<file path="config.mk">
export PLATFORM = sky130hd
export DESIGN_NAME = lapb_link_serial_buffer
export DESIGN_NICKNAME = d
export VERILOG_FILES = /design/src/common/lapb_pkg.sv /design/src/rtl/lapb_link_serial_buffer.sv
export SDC_FILE = /design/constraint.sdc
export NUM_CORES = 1
export LEC_CHECK = 0
export ABC_AREA = 1
export BUFFER_PORTS_ARGS = -buffer_cell sky130_fd_sc_hd__buf_2
export CAP_MARGIN = 30
export CORE_MARGIN = 10
export CORE_UTILIZATION = 45
export CTS_CLUSTER_DIAMETER = 30
export DETAILED_ROUTE_END_ITERATION = 7
export RECOVER_POWER = 50
export SYNTH_ARGS = -nofsm -noshare
export SYNTH_HDL_FRONTEND = slang
export SYNTH_SLANG_ARGS = --single-unit
</file>
<file path="constraint.sdc">
create_clock -name sys_clk -period 12.65 [get_ports sys_clk]
set_clock_uncertainty 0.2 [all_clocks]
set_input_delay 2.53 -clock sys_clk [delete_from_list [all_inputs] [get_ports sys_clk]]
set_output_delay 2.53 -clock sys_clk [all_outputs]
set_load 0.02 [all_outputs]
</file>
<file path="src/common/lapb_pkg.sv">
// constants and types shared by the serial link buffer block
// What this block does
// - receiver and transmitter run separately from each other and from register accesses.
// - output bit changes on transmit clock fall; input sampled on receive clock rise.
// - line idles as continuous ones until the first frame has gone out.
// - after first frame or with initiator bit set, flags fill between frames.
// - host lookup tables describe at most eight outstanding packets per direction.
// - one base pointer register gives transmit table segment zero.
// - receive table segment zero sits 40 hex bytes past the transmit base.
// - events set a bit in status register one and raise the interrupt flag.
// - sixteen host registers hold modes, timer, pointer, chain lengths and addresses.
// - loop-back mode routes transmitted stream into the own receiver.
// - loop-back mode clocks the receiver from the transmit bit clock.
// - control field bit 0 clear means an information frame.
// - control bit 0 set, bit 1 clear means a supervisory frame.
// - control bits 0 and 1 both set mean an unnumbered frame.
// - a programmable retry limit bounds retransmissions of one frame.
// - a programmable response timer measures the wait for an answer.
// - frame is flag, address, control, optional info, check sequence, flag.
// - loop select holds request-to-send off and routes it to clear-to-send.
package lapb_pkg;
    localparam int AW = 4;
    localparam int DW = 8;
    // register indices
    localparam logic [3:0] A_CTRL   = 4'h0;
    localparam logic [3:0] A_STAT   = 4'h1;
    localparam logic [3:0] A_LINE   = 4'h2;
    localparam logic [3:0] A_TB_LO  = 4'h3;
    localparam logic [3:0] A_TB_HI  = 4'h4;
    localparam logic [3:0] A_RB_LO  = 4'h5;
    localparam logic [3:0] A_RB_HI  = 4'h6;
    localparam logic [3:0] A_TIMER  = 4'h7;
    localparam logic [3:0] A_RETRY  = 4'h8;
    localparam logic [3:0] A_CHAIN  = 4'h9;
    localparam logic [3:0] A_SEG    = 4'ha;
    localparam logic [3:0] A_TXCTL  = 4'hb;
    localparam logic [3:0] A_RXCTL  = 4'hc;
    localparam logic [3:0] A_RXADR  = 4'hd;
    localparam logic [3:0] A_CMDADR = 4'he;
    localparam logic [3:0] A_RSPADR = 4'hf;
    // field positions
    localparam int C_SEND = 0;
    localparam int C_INIT = 1;
    localparam int C_LOOP = 2;
    localparam int S_RXPKT = 0;
    localparam int S_ACK   = 1;
    localparam int S_ERR   = 2;
    localparam int S_SENT  = 3;
    localparam int NSTAT   = 4;
    // reset values
    localparam logic [7:0]  RST_REG   = 8'h00;
    localparam logic [7:0]  RST_TIMER = 8'h10;
    localparam logic [7:0]  RST_RETRY = 8'h03;
    localparam logic [15:0] RST_BASE  = 16'h0000;
    // link constants
    localparam logic [7:0]  FLAG      = 8'h7e;
    localparam logic [7:0]  UA_MASK   = 8'hef;
    localparam logic [7:0]  UA_CODE   = 8'h63;
    localparam logic [15:0] CRC_INIT  = 16'hffff;
    localparam logic [15:0] CRC_POLY  = 16'h8408;
    localparam logic [15:0] CRC_GOOD  = 16'hf0b8;
    localparam logic [15:0] RX_OFS    = 16'h0040;
    localparam int          SLOTS     = 8;
    // frame classes
    localparam logic [1:0] CL_I = 2'h0;
    localparam logic [1:0] CL_S = 2'h1;
    localparam logic [1:0] CL_U = 2'h3;
    // timing: one response timer tick
    localparam int CLK_PS   = 5000;
    localparam int TICK_NS  = 1000;
    localparam int TICK_CYC = (TICK_NS * 1000) / CLK_PS;
    typedef enum logic [2:0] {
        TX_FILL   = 3'b000,
        TX_OPEN   = 3'b001,
        TX_ADDR   = 3'b011,
        TX_CTRL   = 3'b010,
        TX_FCS_LO = 3'b110,
        TX_FCS_HI = 3'b111,
        TX_CLOSE  = 3'b101
    } tx_state_e;
endpackage : lapb_pkg

</file>
<file path="src/rtl/lapb_link_serial_buffer.sv">
// serial link side, register bank and response timing of the link controller
module lapb_link_serial_buffer #(
    parameter int TICK_CYCLES = lapb_pkg::TICK_CYC
) (
    // clock and reset
    input  wire logic                     sys_clk,
    input  wire logic                     rst,
    input  wire logic                     clk_en,
    // register port
    input  wire logic [lapb_pkg::AW-1:0]  reg_addr,
    input  wire logic [lapb_pkg::DW-1:0]  reg_wdata,
    input  wire logic                     reg_wr,
    input  wire logic                     reg_rd,
    output logic      [lapb_pkg::DW-1:0]  reg_rdata,
    // serial link pins
    input  wire logic                     tx_bit_clock,
    input  wire logic                     rx_bit_clock,
    input  wire logic                     serial_in,
    input  wire logic                     cts_n,
    output logic                          serial_out,
    output logic                          rts_n,
    output logic                          loop_select,
    // event flag
    output logic                          irq_flag
);
    import lapb_pkg::*;

    // crc-ccitt step, bits taken lsb first
    function automatic logic [15:0] crc_step(input logic [15:0] c, input logic b);
        logic fb;
        fb = c[0] ^ b;
        crc_step = fb ? ((c >> 1) ^ CRC_POLY) : (c >> 1);
    endfunction : crc_step

    // pin synchronisers; stage 0 feeds only stage 1
    logic [2:0] tck_s;
    logic [2:0] rck_s;
    logic [1:0] rxd_s;
    logic [1:0] cts_s;
    always_ff @(posedge sys_clk or posedge rst)
    begin
        if (rst)
        begin
            tck_s <= '0;
            rck_s <= '0;
            rxd_s <= 2'h3;
            cts_s <= 2'h3;
        end
        else if (clk_en)
        begin
            tck_s <= {tck_s[1:0], tx_bit_clock};
            rck_s <= {rck_s[1:0], rx_bit_clock};
            rxd_s <= {rxd_s[0], serial_in};
            cts_s <= {cts_s[0], cts_n};
        end
    end

    // registers written by software
    logic        init_ff;
    logic        loop_ff;
    logic [15:0] tbase_ff;
    logic [7:0]  timer_ff;
    logic [7:0]  rlim_ff;
    logic [7:0]  chain_ff;
    logic [7:0]  seg_ff;
    logic [7:0]  txctl_ff;
    logic [7:0]  cmdadr_ff;
    logic [7:0]  rspadr_ff;
    logic        send_req;
    assign send_req = reg_wr && reg_addr == A_CTRL && reg_wdata[C_SEND];

    // register writes, independent of both serial paths
    always_ff @(posedge sys_clk or posedge rst)
    begin
        if (rst)
        begin
            init_ff   <= 1'b0;
            loop_ff   <= 1'b0;
            tbase_ff  <= RST_BASE;
            timer_ff  <= RST_TIMER;
            rlim_ff   <= RST_RETRY;
            chain_ff  <= RST_REG;
            seg_ff    <= RST_REG;
            txctl_ff  <= RST_REG;
            cmdadr_ff <= RST_REG;
            rspadr_ff <= RST_REG;
        end
        else if (clk_en && reg_wr)
        begin
            unique case (reg_addr)
                A_CTRL:
                begin
                    init_ff <= reg_wdata[C_INIT];
                    loop_ff <= reg_wdata[C_LOOP];
                end
                A_TB_LO:  tbase_ff[7:0]  <= reg_wdata;
                A_TB_HI:  tbase_ff[15:8] <= reg_wdata;
                A_TIMER:  timer_ff  <= reg_wdata;
                A_RETRY:  rlim_ff   <= reg_wdata;
                A_CHAIN:  chain_ff  <= reg_wdata; // count minus one, stored as given
                A_SEG:    seg_ff    <= reg_wdata;
                A_TXCTL:  txctl_ff  <= reg_wdata;
                A_CMDADR: cmdadr_ff <= reg_wdata;
                A_RSPADR: rspadr_ff <= reg_wdata;
                default:  ;
            endcase
        end
    end
    assign loop_select = loop_ff;

    // edges of the bit clocks; loop-back swaps in the transmit clock and line
    logic tx_fall;
    logic tx_rise;
    logic rx_rise;
    logic rx_bit;
    logic out_ff;
    assign tx_fall = tck_s[2] & ~tck_s[1];
    assign tx_rise = ~tck_s[2] & tck_s[1];
    assign rx_rise = loop_ff ? tx_rise : (~rck_s[2] & rck_s[1]);
    assign rx_bit  = loop_ff ? out_ff : rxd_s[1];

    // transmitter state
    tx_state_e  tx_st_ff;
    logic [7:0]  sh_ff;
    logic [2:0]  bit_ff;
    logic [2:0]  ones_ff;
    logic [15:0] crc_ff;
    logic        fill_ff;
    logic        pend_ff;
    logic        rts_ff;
    logic        sent;
    logic        retx;
    logic        cts_ok;
    logic [15:0] crc_n;
    logic        stuff;
    assign crc_n  = crc_step(crc_ff, sh_ff[0]);
    assign stuff  = ones_ff == 3'd5 && tx_st_ff != TX_FILL && tx_st_ff != TX_OPEN;
    // looped clear-to-send follows our own request-to-send
    assign cts_ok = loop_ff ? rts_ff : ~cts_s[1];
    assign sent   = clk_en && tx_fall && tx_st_ff == TX_CLOSE && !stuff && bit_ff == 3'd7;

    // transmit bit engine, stepping on each transmit clock fall
    always_ff @(posedge sys_clk or posedge rst)
    begin
        if (rst)
        begin
            tx_st_ff <= TX_FILL;
            sh_ff    <= '0;
            bit_ff   <= '0;
            ones_ff  <= '0;
            crc_ff   <= CRC_INIT;
            fill_ff  <= 1'b0;
            out_ff   <= 1'b1;
            pend_ff  <= 1'b0;
        end
        else if (clk_en)
        begin
            if (tx_fall)
            begin
                if (stuff)
                begin
                    out_ff  <= 1'b0; // inserted zero, byte does not advance
                    ones_ff <= '0;
                end
                else
                begin
                    bit_ff <= bit_ff + 3'd1;
                    unique case (tx_st_ff)
                        TX_FILL:
                        begin
                            out_ff <= (fill_ff || init_ff) ? FLAG[bit_ff] : 1'b1;
                            if (bit_ff == 3'd7 && pend_ff && cts_ok)
                                tx_st_ff <= TX_OPEN;
                        end
                        TX_OPEN:
                        begin
                            out_ff <= FLAG[bit_ff];
                            if (bit_ff == 3'd7)
                            begin
                                tx_st_ff <= TX_ADDR;
                                sh_ff    <= cmdadr_ff;
                                crc_ff   <= CRC_INIT;
                                ones_ff  <= '0;
                                pend_ff  <= 1'b0;
                            end
                        end
                        TX_CLOSE:
                        begin
                            out_ff  <= FLAG[bit_ff];
                            ones_ff <= '0;
                            if (bit_ff == 3'd7)
                            begin
                                tx_st_ff <= TX_FILL;
                                fill_ff  <= 1'b1; // flags from now on
                            end
                        end
                        TX_ADDR, TX_CTRL, TX_FCS_LO, TX_FCS_HI:
                        begin
                            out_ff  <= sh_ff[0];
                            ones_ff <= sh_ff[0] ? ones_ff + 3'd1 : 3'd0;
                            sh_ff   <= sh_ff >> 1;
                            if (tx_st_ff == TX_ADDR || tx_st_ff == TX_CTRL)
                                crc_ff <= crc_n;
                            if (bit_ff == 3'd7)
                            begin
                                unique case (tx_st_ff)
                                    TX_ADDR:
                                    begin
                                        tx_st_ff <= TX_CTRL;
                                        sh_ff    <= txctl_ff;
                                    end
                                    TX_CTRL:
                                    begin
                                        tx_st_ff <= TX_FCS_LO;
                                        sh_ff    <= ~crc_n[7:0];
                                    end
                                    TX_FCS_LO:
                                    begin
                                        tx_st_ff <= TX_FCS_HI;
                                        sh_ff    <= ~crc_ff[15:8];
                                    end
                                    default: tx_st_ff <= TX_CLOSE;
                                endcase
                            end
                        end
                        default: tx_st_ff <= TX_FILL;
                    endcase
                end
            end
            // a new request beats the clear at frame start
            if (send_req || retx)
                pend_ff <= 1'b1;
        end
    end
    assign serial_out = out_ff;

    // request-to-send, held off toward the modem in loop-back
    always_ff @(posedge sys_clk or posedge rst)
    begin
        if (rst)
            rts_ff <= 1'b0;
        else if (clk_en)
            rts_ff <= pend_ff || tx_st_ff != TX_FILL;
    end
    assign rts_n = ~(rts_ff & ~loop_ff);

    // receiver state
    logic [7:0]  raw_ff;
    logic [2:0]  rones_ff;
    logic [6:0]  dly_ff;
    logic [2:0]  dn_ff;
    logic [7:0]  byte_ff;
    logic [2:0]  bc_ff;
    logic [3:0]  nb_ff;
    logic [15:0] rcrc_ff;
    logic [7:0]  radr_ff;
    logic [7:0]  rctl_ff;
    logic        good_ff;
    logic [7:0]  win;
    logic [7:0]  byte_n;
    assign win    = {rx_bit, raw_ff[7:1]};
    assign byte_n = {dly_ff[0], byte_ff[7:1]};

    // receive bit engine: flag hunt, zero removal, 7-bit delay hides flag bits
    always_ff @(posedge sys_clk or posedge rst)
    begin
        if (rst)
        begin
            raw_ff   <= '0;
            rones_ff <= '0;
            dly_ff   <= '0;
            dn_ff    <= '0;
            byte_ff  <= '0;
            bc_ff    <= '0;
            nb_ff    <= '0;
            rcrc_ff  <= CRC_INIT;
            radr_ff  <= '0;
            rctl_ff  <= '0;
            good_ff  <= 1'b0;
        end
        else if (clk_en)
        begin
            good_ff <= 1'b0;
            if (rx_rise)
            begin
                raw_ff   <= win;
                rones_ff <= rx_bit ? ((rones_ff == 3'd7) ? rones_ff : rones_ff + 3'd1) : 3'd0;
                if (win == FLAG || (rx_bit && rones_ff >= 3'd6))
                begin
                    // flag closes a frame, abort just drops it
                    good_ff <= win == FLAG && bc_ff == 3'd0 && nb_ff >= 4'd4 && rcrc_ff == CRC_GOOD;
                    dn_ff   <= '0;
                    bc_ff   <= '0;
                    nb_ff   <= '0;
                    rcrc_ff <= CRC_INIT;
                end
                else if (!(rx_bit == 1'b0 && rones_ff == 3'd5))
                begin
                    dly_ff <= {rx_bit, dly_ff[6:1]};
                    if (dn_ff != 3'd7)
                        dn_ff <= dn_ff + 3'd1;
                    else
                    begin
                        byte_ff <= byte_n;
                        bc_ff   <= bc_ff + 3'd1;
                        rcrc_ff <= crc_step(rcrc_ff, dly_ff[0]);
                        if (bc_ff == 3'd7)
                        begin
                            if (nb_ff != 4'hf)
                                nb_ff <= nb_ff + 4'd1;
                            if (nb_ff == 4'd0)
                                radr_ff <= byte_n;
                            if (nb_ff == 4'd1)
                                rctl_ff <= byte_n;
                        end
                    end
                end
            end
        end
    end

    // frame classifier
    logic [1:0] cls;
    logic [1:0] cls_ff;
    logic       for_us;
    assign cls    = !rctl_ff[0] ? CL_I : (rctl_ff[1] ? CL_U : CL_S);
    assign for_us = radr_ff == cmdadr_ff || radr_ff == rspadr_ff;
    always_ff @(posedge sys_clk or posedge rst)
    begin
        if (rst)
            cls_ff <= CL_I;
        else if (clk_en && good_ff)
            cls_ff <= cls;
    end

    // response timer and retry count
    logic        wait_ff;
    logic [7:0]  tmr_ff;
    logic [15:0] pre_ff;
    logic [7:0]  rcnt_ff;
    logic        tick;
    logic        expire;
    logic        ack;
    logic        give_up;
    assign tick    = pre_ff == 16'(TICK_CYCLES - 1);
    assign expire  = clk_en && wait_ff && tick && tmr_ff == '0;
    assign ack     = clk_en && good_ff && for_us && wait_ff
                     && (cls == CL_S || (rctl_ff & UA_MASK) == UA_CODE);
    assign give_up = expire && rcnt_ff == rlim_ff;
    assign retx    = expire && !give_up;
    always_ff @(posedge sys_clk or posedge rst)
    begin
        if (rst)
        begin
            wait_ff <= 1'b0;
            tmr_ff  <= '0;
            pre_ff  <= '0;
            rcnt_ff <= '0;
        end
        else if (clk_en)
        begin
            pre_ff <= (tick || !wait_ff) ? 16'h0000 : pre_ff + 16'h0001;
            if (wait_ff && tick && tmr_ff != '0)
                tmr_ff <= tmr_ff - 8'h01;
            if (ack || give_up)
            begin
                wait_ff <= 1'b0;
                rcnt_ff <= '0;
            end
            else if (retx)
            begin
                wait_ff <= 1'b0;
                rcnt_ff <= rcnt_ff + 8'h01;
            end
            else if (sent)
            begin
                wait_ff <= 1'b1;
                tmr_ff  <= timer_ff;
            end
        end
    end

    // sticky events; a read clears them but a same-cycle event survives
    logic [NSTAT-1:0] stat_ff;
    logic [NSTAT-1:0] ev;
    always_comb
    begin
        ev          = '0;
        ev[S_RXPKT] = clk_en && good_ff && for_us && cls == CL_I;
        ev[S_ACK]   = ack;
        ev[S_ERR]   = give_up;
        ev[S_SENT]  = sent;
    end
    always_ff @(posedge sys_clk or posedge rst)
    begin
        if (rst)
            stat_ff <= '0;
        else if (clk_en)
            stat_ff <= ((reg_rd && reg_addr == A_STAT) ? '0 : stat_ff) | ev;
    end
    assign irq_flag = |stat_ff;

    // read mux; data stands only in the cycle after the strobe
    logic [15:0] rbase;
    // transmit table spans the eight packet slots before the receive table
    assign rbase = tbase_ff + RX_OFS;
    always_ff @(posedge sys_clk or posedge rst)
    begin
        if (rst)
            reg_rdata <= '0;
        else if (clk_en)
        begin
            reg_rdata <= '0;
            if (reg_rd)
            begin
                unique case (reg_addr)
                    A_CTRL:   reg_rdata <= {5'h00, loop_ff, init_ff, 1'b0};
                    A_STAT:   reg_rdata <= {4'h0, stat_ff};
                    A_LINE:   reg_rdata <= {rcnt_ff[3:0], fill_ff, wait_ff, cls_ff};
                    A_TB_LO:  reg_rdata <= tbase_ff[7:0];
                    A_TB_HI:  reg_rdata <= tbase_ff[15:8];
                    A_RB_LO:  reg_rdata <= rbase[7:0];
                    A_RB_HI:  reg_rdata <= rbase[15:8];
                    A_TIMER:  reg_rdata <= timer_ff;
                    A_RETRY:  reg_rdata <= rlim_ff;
                    A_CHAIN:  reg_rdata <= chain_ff;
                    A_SEG:    reg_rdata <= seg_ff;
                    A_TXCTL:  reg_rdata <= txctl_ff;
                    A_RXCTL:  reg_rdata <= rctl_ff;
                    A_RXADR:  reg_rdata <= radr_ff;
                    A_CMDADR: reg_rdata <= cmdadr_ff;
                    A_RSPADR: reg_rdata <= rspadr_ff;
                endcase
            end
        end
    end
endmodule : lapb_link_serial_buffer

</file>
==> results of run 1 <==
-- worst max-delay path: stages --
cell,delay [ns]
clkbuf_1,1.20
clkinvlp_2,1.77
nor3_1,1.26
nand2_2,0.13
nor3_4,0.48
nand3_4,0.18
nand2_1,0.10
nand3_1,0.07
nand2_1,0.13
-- synthesized netlist by cell type (2+ instances only) --
master,count,area (µm²)
a211oi_1,4,30.0
a21oi_1,55,275
a22o_1,3,26.3
a22oi_1,6,45.0
a31oi_1,6,37.5
buf_2,11,55.1
buf_4,2,15.0
buf_6,6,67.6
clkbuf_1,21,78.8
dfrtp_1,195,4880
dfstp_2,40,1050
ha_1,23,288
inv_1,181,679
inv_2,7,26.3
nand2_1,447,1680
nand2_2,6,37.5
nand2_4,4,45.0
nand3_1,64,320
nand3b_1,2,15.0
nand4_1,40,250
nor2_1,126,473
nor2_2,4,25.0
nor2_4,2,22.5
nor3_1,14,70.1
nor3_4,2,32.5
nor3b_1,4,30.0
nor4_1,3,18.8
nor4_4,2,42.5
o2111ai_1,4,35.0
o211ai_1,7,52.6
o21ai_0,184,921
o21ai_1,13,65.1
o21ai_2,16,140
o21bai_1,2,15.0
o221ai_1,2,17.5
o22ai_1,8,50.1
o31ai_1,2,15.0
or2_2,3,18.8
xnor2_1,16,140
xor2_1,21,184
-- flip-flops by register name (all words and copies together), names as in the netlist, 16 cells and up, named ones only --
| register | cells |
|---|---|
| crc_ff | 16 |
| pre_ff | 16 |
| rcrc_ff | 16 |
| tbase_ff | 16 |
-- power by group through the flow --
stage	registers, mW	logic (mW)	clock network, mW
2_1_floorplan	1.09	0.433	0
3_3_place_gp	1.14	0.531	0
3_5_place_dp	1.14	0.543	0
4_1_cts	1.13	0.547	1.64
5_1_grt	1.16	0.634	1.69
6_report	1.14	0.538	1.62
-- kinds of logic after synthesis --
logic type,synth area share (%)
AND/OR/NAND/NOR,25.2
AO/OA/AOI/OAI,14.3
flip-flops,48.0
buffers and inverters,7.55
XOR/XNOR,2.63
adder cells (fa/ha/maj),2.33
-- final cells by class --
| class | count | area (µm²) |
|---|---|---|
| Sequential cell | 235 | 5930 |
| Timing Repair Buffer | 36 | 195 |
| Tap cell | 341 | 427 |
| Fill cell | 2500 | 12100 |
| Clock buffer | 65 | 1490 |
| Multi-Input combinational cell | 1100 | 5460 |
| Inverter | 190 | 716 |
| Clock inverter | 43 | 657 |
-- metrics by stage --
step	hold slack [ns]	cells
final	0.268	2010
after global routing	0.280	2010
after CTS	0.268	2010
after detailed placement	0.259	1902
after global placement	0.255	1901
after floorplan	0.242	1565
-- how the worst max path moves through the flow --
stage | start | end | slack, ns | cells past startpoint
2_1_floorplan | rst | asynchronous set/reset pin | 3.54 | 1
3_3_place_gp | rst | nb_ff[2]$_DFFE_PP0P_ | 7.41 | 4
3_5_place_dp | clk_en | tmr_ff[0]$_DFFE_PP0P_ | 7.47 | 9
4_1_cts | clk_en | tmr_ff[5]$_DFFE_PP0P_ | 8.06 | 9
5_1_grt | clk_en | tmr_ff[3]$_DFFE_PP0P_ | 4.53 | 9
6_report | clk_en | tmr_ff[5]$_DFFE_PP0P_ | 5.06 | 9
-- layer usage --
| layer | wire (µm) | track usage [%] | up-vias | share of wire (%) |
|---|---|---|---|---|
| met3 | 1640 | 3.12 | 59 | 4.8 |
| met2 | 16000 | 32.2 | 243 | 47 |
| met1 | 15500 | 27.2 | 5043 | 45 |
| met4 | 969 | 8.06 | 0 | 2.8 |
| met5 | 0 | 0 | - | 0 |
| li1 | - | - | 5251 | - |
==> reports/results.txt, run 1 <==
Buffers added on ports = 32
Die boundary width = 186 µm
Final clock period utilization by the worst path = 60.0%
Total detailed-routing wirelength = 34100 µm
Number of top-level pins = 33
Final-report max-slew violation count = 131
Final Instance Area = 14900 µm²
Endpoint arrival time on the critical path = 7.87 ns
Final critical-path required period = 7.59 ns
Predominant post-synthesis flop cell = dfrtp_1
Net switching power figure = 0.978 mW
Pin count of the biggest net entering global routing = 93
Grt ovf = 0
Post-Place Setup Slack = 7.47 ns
Most common cell after layout, fill and taps aside = nand2_1
Path type of the worst min-delay path = flip-flop to flip-flop
Critical-path maximum fanout = 37
Count of flip-flops with a built-in enable after synthesis = 0
Critical path class = input port to flip-flop
Total internal power = 2.31 mW
Reg clk slew, reported paths = 0.05 ns
Die area = 34500 µm²
Critical R2R Capture = byte_ff[3]$_DFFE_PP0P_
Number of cells upsized or downsized after cts = 0
DRC errors left = 0
RSZ-0062 raised after global routing = false
Initial standard-cell utilization of the core = 45.8%
Half-perimeter wire length after placement = 23800 µm
DRC marker count from the first detailed-route iteration = 861
Min-Delay Startpoint = rcrc_ff[7]$_DFFE_PP1P_
Post-CTS setup-driven buffer insertion count = 0
Failing checks = max-capacitance violations, max-slew violations
Slew HR = -176%
Cells after synthesis = 1565
Global placer's final weighted congestion = 0.916
Worst Hold Path Cells = 2
Site Rows = 60
Worst Tran Pin Value = 4.12 ns
Fraction of registers with async set or reset after synthesis = 100%
Antenna Diode Count = 0
Number of antenna-violating nets in the routed design = 0
Portion of the post-synthesis area used by sequential elements = 48.0%
Ratio of cells with drive above 1 in the final layout = 13.0%
Setup WS post-layout = 5.06 ns
Vertical die dimension = 186 µm
Setup violation total in the final timing report = 0
First drt pass iteration count = 7
Fmax = 132 MHz
Overall track demand over capacity in global routing = 20.3%
Dpl cell area = 12800 µm²
Crit. End Element = flip-flop
Total power draw = 3.29 mW
Setup TNS after final layout = 0 ns
Average instance area after synthesis = 7.89 µm²
Global-route wire length before repair = 55900 µm
Share of the core filled with cells = 55.2%
Buffer type at the clock tree root = clkbuf_16
Startpoint Class = input port
Req. time, crit path = 12.93 ns
Reg2Reg Depth = 9
DR WL/cell = 17.0 µm
Number of antenna violations at the first check in global routing = 0
Placeable core region = 27000 µm²
Status = finished with violations
Leakage = 7.04 nW
Count of state elements after synthesis = 235
Via count of the first global-routing pass = 10300
Insertion delay to the later sink of the worst-skew pair = 0.57 ns
Number of H-tree levels = 2
Clk sinks = 235
Most frequent cells in the layout = 448 x nand2_1, 195 x dfrtp_1, 184 x o21ai_0
Final Net Count = 1664
Part of the power in combinational logic = 16.3%
Yosys warning total = 0
Post-Synthesis Net Count = 1609
Number of CTS-inserted buffers = 57
Clock network fraction of design power = 49.1%
Power density of the placed cells = 221 nW/µm²
Final hold violation count = 0
Worst reg2reg startpoint = loop_select$_DFFE_PP0P_
Number of max-capacitance violations reported = 2
Post-CTS Hold Fix Bufs = 0
Via total after detailed routing = 10600
Post-synthesis cell type count = 47
Maximum number of buffers from clock root to sink = 3
Sequential share of power = 34.5%
Relative area change from synthesis to final layout = 20.5%
Flop-to-flop setup slack = 9.52 ns
Highest ir drop seen on vdd = 0.000113 V
Via density per instance = 5.27
Synth Cell Area = 12300 µm²
Switching power as a share of total power = 29.7%
Clock tree from TritonCTS = yes
Worst Hold Endpoint = rcrc_ff[7]$_DFFE_PP1P_
Note: power is estimated with default switching activity, not from simulation.
==> run 2: changes to the inputs <==
Clock period 12.65 ns to 6.1 ns, I/O delays scaled along.
==> run 2 against run 1 <==
The flow still finishes with violations (max-capacitance violations, max-slew violations). Highest routed layer unchanged. Count of clock-buffer cells in the layout rose by 5. Routed wire length fell by 1.3%. Combinational power rose by 110%. Total power rose by 98%. Non-clock buffer count did not move. Critical path depth did not move. Largest cell class unchanged. Utilization fell by 0.63 points.
==> reports/results.txt, run 2 (synthesis gave the netlist of run 1 again) <==
Clock tree from TritonCTS = yes
Final-report max-slew violation count = 84
Global placer's final weighted congestion = 0.952
Slew HR = -61.5%
Req. time, crit path = 6.38 ns
Site Rows = 60
Antenna Diode Count = 0
Number of max-capacitance violations reported = 2
Endpoint arrival time on the critical path = 4.50 ns
Critical path class = input port to flip-flop
Most frequent cells in the layout = 447 x nand2_1, 195 x dfrtp_1, 184 x o21ai_0
Number of top-level pins = 33
Final Net Count = 1663
Number of cells upsized or downsized after cts = 0
Post-Place Setup Slack = 2.22 ns
Path type of the worst min-delay path = flip-flop to flip-flop
Pin count of the biggest net entering global routing = 154
Placeable core region = 27000 µm²
Via count of the first global-routing pass = 10400
Status = finished with violations
Die area = 34500 µm²
Die boundary width = 186 µm
Clk sinks = 235
Area of all sequential standard cells = 5930 µm²
Number of antenna-violating nets in the routed design = 0
Buffers added on ports = 32
Initial standard-cell utilization of the core = 45.8%
Insertion delay to the later sink of the worst-skew pair = 0.57 ns
DRC errors left = 0
Share of the core filled with cells = 54.6%
Number of antenna violations at the first check in global routing = 0
Startpoint Class = input port
Global-route wire length before repair = 55200 µm
Relative area change from synthesis to final layout = 19.1%
Footprint of the multi-input gates = 5480 µm²
RSZ-0062 raised after global routing = false
Post-CTS setup-driven buffer insertion count = 0
Total detailed-routing wirelength = 33700 µm
Leakage = 6.98 nW
Final hold violation count = 0
Final clock period utilization by the worst path = 69.2%
Number of H-tree levels = 2
Buffer type at the clock tree root = clkbuf_16
Failing checks = max-capacitance violations, max-slew violations
First drt pass iteration count = 5
Critical-path maximum fanout = 37
Fmax = 237 MHz
Power density of the placed cells = 444 nW/µm²
Number of CTS-inserted buffers = 56
Crit. End Element = flip-flop
Overall track demand over capacity in global routing = 19.9%
Maximum number of buffers from clock root to sink = 3
Via density per instance = 5.32
Vertical die dimension = 186 µm
Reg clk slew, reported paths = 0.04 ns
Via total after detailed routing = 10700
Setup TNS after final layout = 0 ns
Setup WS post-layout = 1.88 ns
Worst Tran Pin Value = 2.42 ns
Ratio of cells with drive above 1 in the final layout = 13.3%
DRC marker count from the first detailed-route iteration = 745
Most common cell after layout, fill and taps aside = nand2_1
Half-perimeter wire length after placement = 23600 µm
Setup violation total in the final timing report = 0
DR WL/cell = 16.8 µm
Number of fillers in the final layout = 2565
Final critical-path required period = 4.22 ns
Post-CTS Hold Fix Bufs = 0
Grt ovf = 0
Highest ir drop seen on vdd = 0.000213 V
==> run 2: layout make-up <==
class                           count  area share [%]
Clock inverter                     34            3.06
Timing Repair Buffer               36            1.34
Sequential cell                   235            40.3
Clock buffer                       70            10.2
Inverter                          190            4.87
Multi-Input combinational cell   1100            37.3
Tap cell                          341            2.90
==> run 2: report_power, final <==
| group | internal (mW) | total, mW | leakage, nW | switching [mW] |
|---|---|---|---|---|
| registers | 2.02 | 2.36 | 2.93 | 0.337 |
| clock network | 2.09 | 3.05 | 0.934 | 0.959 |
| logic | 0.399 | 1.12 | 3.12 | 0.724 |
| total | 4.51 | 6.53 | 6.98 | 2.02 |
==> run 2: worst max-delay path, stage by stage <==
cell      delay (ns)
clkbuf_1        1.20
inv_4           0.48
nor3_4          0.46
nand2_2         0.11
nor3_4          0.51
nand3_4         0.19
nand2_1         0.11
nand3_1         0.07
nand2_1         0.12
==> run 2: per-layer routing <==
layer,part of all wire (%),vias up,routed length [µm],GRT usage [%]
li1,-,5226,-,-
met1,46,5100,15500,26.6
met2,46,262,15600,31.9
met3,4.6,86,1560,3.16
met4,3.3,0,1100,7.55
met5,0,-,0,0
==> run 2: final timing paths <==
| kind | startpoint | to | slack [ns] | depth (start not counted) |
|---|---|---|---|---|
| max | clk_en | tmr_ff[0]$_DFFE_PP0P_ | 1.88 | 9 |
| min | rck_s[0]$_DFFE_PP0P_ | rck_s[0]$_DFFE_PP0P_ | 0.27 | 2 |
| max reg2reg | loop_select$_DFFE_PP0P_ | nb_ff[2]$_DFFE_PP0P_ | 3.19 | 11 |
| min reg2reg | rck_s[0]$_DFFE_PP0P_ | rck_s[0]$_DFFE_PP0P_ | 0.27 | 2 |
| max in group asynchronous | rst | pre_ff[9]$_DFFE_PP0P_ | 2.65 | 4 |
| min in group asynchronous | rst | tbase_ff[11]$_DFFE_PP0P_ | 0.65 | 3 |
==> run 2: through the flow <==
step / total power, mW / area, µm² / cells / hold slack, ns
6_report: 6.53 / 14700 / 2006 / 0.269
5_1_grt: 6.91 / 14700 / 2006 / 0.295
4_1_cts: 6.58 / 14700 / 2006 / 0.271
3_5_place_dp: 3.50 / 12800 / 1902 / 0.260
3_3_place_gp: 3.47 / 12800 / 1902 / 0.259
2_1_floorplan: 3.16 / 12300 / 1565 / 0.242
